$ cat src/rtl/rpr_pkg.sv
// Package: read parameter register constants and types
package rpr_pkg;
  // Command opcodes
  localparam logic [7:0] RPR_CMD_SET_PERSISTENT = 8'h65;
  localparam logic [7:0] RPR_CMD_SET_VOLATILE_A = 8'hc0;
  localparam logic [7:0] RPR_CMD_SET_VOLATILE_B = 8'h63;
  // Reset values
  localparam logic [7:0] RPR_RESET_VALUE        = 8'h00;
  // Field positions
  localparam int RPR_PIN_SEL_POS   = 7;
  localparam int RPR_DUMMY_HI_POS  = 6;
  localparam int RPR_DUMMY_LO_POS  = 3;
  localparam int RPR_WRAP_EN_POS   = 2;
  localparam int RPR_BURST_HI_POS  = 1;
  localparam int RPR_BURST_LO_POS  = 0;
  // Default dummy counts per read class
  localparam logic [3:0] RPR_DUMMY_DEF_SINGLE  = 4'h8;
  localparam logic [3:0] RPR_DUMMY_DEF_QUAD_IO = 4'h6;
  localparam logic [3:0] RPR_DUMMY_DEF_DUAL_IO = 4'h4;
  // Burst lengths in bytes
  localparam logic [6:0] RPR_BURST_8  = 7'h08;
  localparam logic [6:0] RPR_BURST_16 = 7'h10;
  localparam logic [6:0] RPR_BURST_32 = 7'h20;
  localparam logic [6:0] RPR_BURST_64 = 7'h40;

  // Read command classes for default dummy choice
  typedef enum logic [1:0] {
    RPR_RD_SINGLE  = 2'b00,
    RPR_RD_OUTPUT  = 2'b01,
    RPR_RD_QUAD_IO = 2'b10,
    RPR_RD_DUAL_IO = 2'b11
  } rpr_rd_class_t;

  // Load sequencer states
  typedef enum logic [1:0] {
    RPR_ST_LOAD = 2'b00,
    RPR_ST_RUN  = 2'b01
  } rpr_state_t;
endpackage : rpr_pkg

$ cat src/rtl/rpr_decode.sv
// Decode of working read parameters into pin, dummy and wrap controls
`timescale 1ns/1ps
`default_nettype none
module rpr_decode
  import rpr_pkg::*;
(
  input  wire logic [7:0]    params_in,
  input  wire logic          quad_enable_in,
  input  wire logic          four_lane_command_mode_in,
  input  wire logic          reset_pin_disabled_in,
  input  wire rpr_rd_class_t rd_class_in,
  output logic               pin_is_reset_out,
  output logic               pin_is_data_line_3_out,
  output logic [3:0]         dummy_cycles_out,
  output logic               wrap_enable_out,
  output logic [6:0]         burst_bytes_out
);
  logic [3:0] dummy_field;

  // Shared pin role
  always_comb begin
    pin_is_data_line_3_out = quad_enable_in | four_lane_command_mode_in; // RULE_04 RULE_13
    // Enabled dedicated reset pin forces pause role
    pin_is_reset_out = !pin_is_data_line_3_out && reset_pin_disabled_in
                       && params_in[RPR_PIN_SEL_POS]; // RULE_03 RULE_05
  end

  // Dummy count with per-class defaults
  always_comb begin
    dummy_field = params_in[RPR_DUMMY_HI_POS:RPR_DUMMY_LO_POS]; // RULE_06
    if (dummy_field != 4'h0) begin
      dummy_cycles_out = dummy_field;
    end else begin
      case (rd_class_in) // RULE_07
        RPR_RD_SINGLE:  dummy_cycles_out = four_lane_command_mode_in ? RPR_DUMMY_DEF_QUAD_IO
                                                                     : RPR_DUMMY_DEF_SINGLE;
        RPR_RD_OUTPUT:  dummy_cycles_out = RPR_DUMMY_DEF_SINGLE;
        RPR_RD_QUAD_IO: dummy_cycles_out = RPR_DUMMY_DEF_QUAD_IO;
        RPR_RD_DUAL_IO: dummy_cycles_out = RPR_DUMMY_DEF_DUAL_IO;
        default:        dummy_cycles_out = RPR_DUMMY_DEF_SINGLE;
      endcase
    end
  end

  // Wrap control
  always_comb begin
    wrap_enable_out = params_in[RPR_WRAP_EN_POS]; // RULE_09
    case (params_in[RPR_BURST_HI_POS:RPR_BURST_LO_POS]) // RULE_08
      2'b00:   burst_bytes_out = RPR_BURST_8;
      2'b01:   burst_bytes_out = RPR_BURST_16;
      2'b10:   burst_bytes_out = RPR_BURST_32;
      2'b11:   burst_bytes_out = RPR_BURST_64;
      default: burst_bytes_out = RPR_BURST_8;
    endcase
  end
endmodule : rpr_decode
`default_nettype wire

$ cat src/rtl/rpr_read_params.sv
// Read parameter register: persistent and working copies with decode
`timescale 1ns/1ps
`default_nettype none
// Behaviour
// RULE_01 - Keep persistent and working register copies
// RULE_02 - Power-up loads working copy from persistent
// RULE_03 - Select bit picks pause or reset pin
// RULE_04 - Quad or four-lane mode ignores select bit
// RULE_05 - Enabled dedicated reset pin forces pause role
// RULE_06 - Field 6:3 nonzero sets dummy count
// RULE_07 - Zero field uses per-command default dummies
// RULE_08 - Bits 1:0 choose 8/16/32/64 byte burst
// RULE_09 - Bit 2 enables wrap within burst
// RULE_10 - 65h writes persistent, C0h/63h write working
// RULE_11 - All bits reset to zero
// RULE_12 - Host limits clock per dummy count
// RULE_13 - Quad enable turns pins into data lines
// RULE_14 - Working copy governs; persistent waits power-up
module rpr_read_params
  import rpr_pkg::*;
(
  input  wire logic          ref_clk_in,
  input  wire logic          nrst_in,
  input  wire logic          cmd_valid_in,
  input  wire logic [7:0]    cmd_opcode_in,
  input  wire logic [7:0]    cmd_data_in,
  input  wire logic          quad_enable_in,
  input  wire logic          four_lane_command_mode_in,
  input  wire logic          reset_pin_disabled_in,
  input  wire rpr_rd_class_t rd_class_in,
  output logic [7:0]         persistent_out,
  output logic [7:0]         working_out,
  output logic               ready_out,
  output logic               pin_is_reset_out,
  output logic               pin_is_data_line_3_out,
  output logic [3:0]         dummy_cycles_out,
  output logic               wrap_enable_out,
  output logic [6:0]         burst_bytes_out
);
  logic       rst_s1_q;
  logic       rst_s2_q;
  logic       rst_n;
  rpr_state_t state_q, state_d;
  logic       ready_q, ready_d;
  logic [7:0] persist_q, persist_d;
  logic [7:0] work_q, work_d;
  logic       pin_reset_q, pin_dl3_q, wrap_q;
  logic [3:0] dummy_q;
  logic [6:0] burst_q;
  logic       pin_reset_c, pin_dl3_c, wrap_c;
  logic [3:0] dummy_c;
  logic [6:0] burst_c;

  // Opcode match used by both the write path and checks
  function automatic logic is_volatile_set(input logic [7:0] op);
    is_volatile_set = (op == RPR_CMD_SET_VOLATILE_A) || (op == RPR_CMD_SET_VOLATILE_B);
  endfunction : is_volatile_set

  // Reset release synchroniser
  always_ff @(posedge ref_clk_in or negedge nrst_in) begin
    if (!nrst_in) begin
      rst_s1_q <= 1'b0;
      rst_s2_q <= 1'b0;
    end else begin
      rst_s1_q <= 1'b1;
      rst_s2_q <= rst_s1_q;
    end
  end
  assign rst_n = rst_s2_q;

  // Next values for copies and load sequencer
  always_comb begin
    state_d   = state_q;
    persist_d = persist_q;
    work_d    = work_q;
    case (state_q)
      RPR_ST_LOAD: begin
        // Persistent copy is cleared by the same reset, so this loads zeros into working copy
        work_d  = persist_q; // RULE_02
        state_d = RPR_ST_RUN;
      end
      RPR_ST_RUN: begin
        if (cmd_valid_in) begin
          // Whole byte written at once
          if (cmd_opcode_in == RPR_CMD_SET_PERSISTENT) begin
            persist_d = cmd_data_in; // RULE_10 RULE_14
          end else if (is_volatile_set(cmd_opcode_in)) begin
            work_d = cmd_data_in; // RULE_10
          end
        end
      end
      default: state_d = RPR_ST_LOAD;
    endcase
    // Ready flag registered so the port comes from a flop
    ready_d = (state_d == RPR_ST_RUN);
  end

  // The one reset stands for power-up, so it clears the persistent copy too;
  // a real persistent copy would outlive it, so loads only ever move zeros here
  always_ff @(posedge ref_clk_in or negedge rst_n) begin
    if (!rst_n) begin
      state_q   <= RPR_ST_LOAD;
      ready_q   <= 1'b0;
      persist_q <= RPR_RESET_VALUE; // RULE_11 RULE_01
      work_q    <= RPR_RESET_VALUE; // RULE_11 RULE_01
    end else begin
      state_q   <= state_d;
      ready_q   <= ready_d;
      persist_q <= persist_d;
      work_q    <= work_d;
    end
  end

  // Decode of working copy, host keeps clock in range (RULE_12 is theirs)
  rpr_decode u_decode (
    .params_in                 (work_q), // RULE_14
    .quad_enable_in            (quad_enable_in),
    .four_lane_command_mode_in (four_lane_command_mode_in),
    .reset_pin_disabled_in     (reset_pin_disabled_in),
    .rd_class_in               (rd_class_in),
    .pin_is_reset_out          (pin_reset_c),
    .pin_is_data_line_3_out    (pin_dl3_c),
    .dummy_cycles_out          (dummy_c),
    .wrap_enable_out           (wrap_c),
    .burst_bytes_out           (burst_c)
  );

  // Output registers, one cycle behind the working copy
  always_ff @(posedge ref_clk_in or negedge rst_n) begin
    if (!rst_n) begin
      pin_reset_q <= 1'b0;
      pin_dl3_q   <= 1'b0;
      wrap_q      <= 1'b0;
      dummy_q     <= 4'h0;
      burst_q     <= 7'h00;
    end else begin
      pin_reset_q <= pin_reset_c;
      pin_dl3_q   <= pin_dl3_c;
      wrap_q      <= wrap_c;
      dummy_q     <= dummy_c;
      burst_q     <= burst_c;
    end
  end

  assign persistent_out         = persist_q;
  assign working_out            = work_q;
  assign ready_out              = ready_q;
  assign pin_is_reset_out       = pin_reset_q;
  assign pin_is_data_line_3_out = pin_dl3_q;
  assign dummy_cycles_out       = dummy_q;
  assign wrap_enable_out        = wrap_q;
  assign burst_bytes_out        = burst_q;
endmodule : rpr_read_params
`default_nettype wire

$ cat config.mk
export PLATFORM = sky130hd
export DESIGN_NAME = rpr_read_params
export DESIGN_NICKNAME = d
export VERILOG_FILES = /design/src/rtl/rpr_pkg.sv /design/src/rtl/rpr_decode.sv /design/src/rtl/rpr_read_params.sv
export SDC_FILE = /design/constraint.sdc
export NUM_CORES = 1
export LEC_CHECK = 0
export BUFFER_PORTS_ARGS = -buffer_cell sky130_fd_sc_hd__buf_2
export CORE_MARGIN = 5
export CORE_UTILIZATION = 37
export DETAILED_ROUTE_END_ITERATION = 6
export GPL_ROUTABILITY_DRIVEN = 0
export PLACE_DENSITY = 0.69
export REMOVE_ABC_BUFFERS = 1
export SYNTH_ARGS = -nofsm -noshare
export SYNTH_HDL_FRONTEND = slang
export SYNTH_HIERARCHICAL = 1
export SYNTH_SLANG_ARGS = --single-unit
$ cat constraint.sdc
create_clock -name ref_clk_in -period 1.65 [get_ports ref_clk_in]
set_clock_uncertainty 0.2 [all_clocks]
set_input_delay 0.165 -clock ref_clk_in [delete_from_list [all_inputs] [get_ports ref_clk_in]]
set_output_delay 0.165 -clock ref_clk_in [all_outputs]
set_load 0.01 [all_outputs]
==> flow_summary.ini <==
[sta]
finalCriticalPeriod_ns = 1.571
period_share_pct = 95.21
report.final.slew_viol_count = 0
rsz0062_at_grt = no
fin_ws_ns = 0.07902
fmax_ghz = 0.6365
setup_viol = 0
hold_violations = 0

[global_route]
grt_overflow = 0
grt_max_degree = 34
grt_antenna_before_repair = 0
grt_pass1_wl_mm = 6.465
grtUsageTotal_pct = 15.01
grt_pass1_vias = 1370

[logic_synthesis]
postSynth.asyncResetShare_pct = 100.0
netlist-cell-type-count = 34
yosys_warnings = 6
synth-edff-count = 0
synthFlopType = dfrtp_1
syn_avg_cell_area_sq_um = 13.25
ys_ff_latch = 35
synth_area_sq_um = 1564
synth_cells = 118
synth_seq_area_share_pct = 56.00

[power]
peakVddDrop_uv = 539.8
leakagePower_nw = 1.084
total_power_mw = 2.098
p_per_area_nw_per_um2 = 965.7

[worst_setup_path]
cp-endpoint = persistent_out[1]
cpPeakStageDelay_ns = 0.41
required_ns = 1.61
crit_arrival_ns = 1.54
end_kind = flop
r2r_start = state_q[1]
worstSetupPathType = reg2reg
cp-start-kind = flop
cp_num_buf_inv = 1
critPathTopFamily = flip-flops
rr_worst_depth = 4
rr_endpoint = persistent_out[1]
crit_slowest_cell = dfrtp_1
reg2reg_slack_ns = 0.08
cp-startpoint = state_q[1]
cp_cell_sequence = nor2b_1, nand4bb_1, buf_4, mux2_1
cp.depth = 4
critPathMaxFanout = 8

[drt]
drt_iter0_drc = 49
via_per_inst = 5.000
dr.pass1.iters = 5
wl_mm = 3.730
drc_errors = 0
antenna_left = 0
dr_total_vias = 1245
avgRoutedWirePerCell_microns = 14.98

[placement]
portBuffers = 54
dp_cells = 228
dpl_cell_area_sq_um = 1947
hpwlAfterDp_mm = 2.633
pre_cts_slack_ns = -0.1005

[clock_network]
clkTransAtPathRegs_ns = 0.07
cts_max_level = 2
clock_sinks = 35
worstSkewPairLatency_ns = 0.28
post_cts_buffers = 0
cts-root-buf = clkbuf_8
numCtsBuffers = 5
clockBufferDepth = 2
cts_tree = built

[floorplanning]
boundaryPins = 55
start_util_pct = 38.54
die-area_sq_um = 5627
die_x_microns = 75.02
num_rows = 23
dieHeight_microns = 75.02
core_area_sq_um = 4058

[cells_and_area]
fin_area_sq_um = 2172
layout_commonest_cell = buf_2
nNetsFinal = 224
antenna_cells = 0
final_cell_mix = buf_2, dfrtp_1, dlygate4sd3_1
drive_above_1_share_pct = 46.23
synthToLayoutAreaGrowth_pct = 38.88
layout.cells.non_filler = 249

[flow_run]
cap_violations = 0

[min_path]
hold_path_class = reg2async

[outcome]
outcome = complete, no violations
synth_stat cells (2+ instances only):
library cell / count / area, sq um
nor2b_1: 3 / 18.77
inv_1: 2 / 7.510
inv_2: 2 / 7.510
nor2_1: 4 / 15.01
and2_2: 8 / 60.06
a222oi_1: 4 / 40.04
mux2_1: 8 / 90.09
conb_1: 3 / 11.26
buf_4: 4 / 30.03
a211oi_1: 4 / 30.03
nor3b_1: 3 / 22.52
a221oi_1: 8 / 70.07
buf_6: 2 / 22.52
mux2i_1: 8 / 80.08
clkbuf_1: 2 / 7.510
dfrtp_1: 35 / 875.8
sequential cells by signal, indices dropped and copies added, names as in the netlist:
signal,flops
persistent_out,8
burst_bytes_out,7
pin_is_reset_out,1
working_out,8
rst_n,1
rst_s1_q,1
wrap_enable_out,1
pin_is_data_line_3_out,1
state_q,2
dummy_cycles_out,4
ready_out,1
where the power goes:
part	internal [mW]	total, mW	switching, mW
clock network	0.281	0.564	0.283
registers	0.965	1.03	0.0656
logic	0.262	0.503	0.242
layer usage:
metal  wire [microns]  track usage [%]  share of wire, %  vias up
met2             1847            25.34                50       47
met3              243            4.005               6.5        6
met5                0                0                 0        -
li1                 -                -                 -      587
met4               46            5.336               1.2        0
met1             1591            18.47                43      605
metrics by stage:
| step | utilization, % | hold slack, ns | TNS [ns] |
|---|---|---|---|
| floorplan | - | -0.3306 | -3.906 |
| global placement | 47.98 | -0.2505 | -0.3941 |
| detailed placement | 47.98 | -0.2475 | -0.6356 |
| CTS | 53.47 | 0.09625 | 0 |
| global route | 53.53 | 0.1415 | 0 |
| finish | 53.53 | 0.07254 | 0 |
kinds of logic (layout without fill, tap and decap cells):
group | Yosys count | in the layout | share of synthesized area (%)
other | 3 | 5 | 0.7199
AOI/OAI and AO/OA | 21 | 21 | 12.32
DFF | 35 | 35 | 56.00
and+or+nand+nor | 29 | 29 | 14.32
muxes | 16 | 16 | 10.88
buffers and inverters | 14 | 93 | 5.760
what timing repair did:
| item | 4_1_cts | 5_1_grt |
|---|---|---|
| endpoints found under the hold margin | 14 | 0 |
| gates resized for setup | 0 | 1 |
| hold buffers | 15 | 0 |
| setup endpoints to repair | 0 | 4 |
worst min-delay path by stage:
stage / end / slack, ns / cells past startpoint
after detailed placement: rst_n / -0.25 / 1
after global placement: rst_n / -0.25 / 1
final: persistent_out[1] / 0.07 / 1
after CTS: working_out[2] / 0.1 / 1
after floorplan: rst_n / -0.33 / 0
after global routing: working_out[0] / 0.14 / 4
layout make-up:
class                   count  area (sq um)
clock buffers               6         72.57
fillers                   341          1886
well taps                  50         62.56
flip-flops and latches     35         875.8
repair buffers             83         538.0
inverters                   4         15.01
multi-input cells          71         608.1
Power figures use the tool's default switching activity.
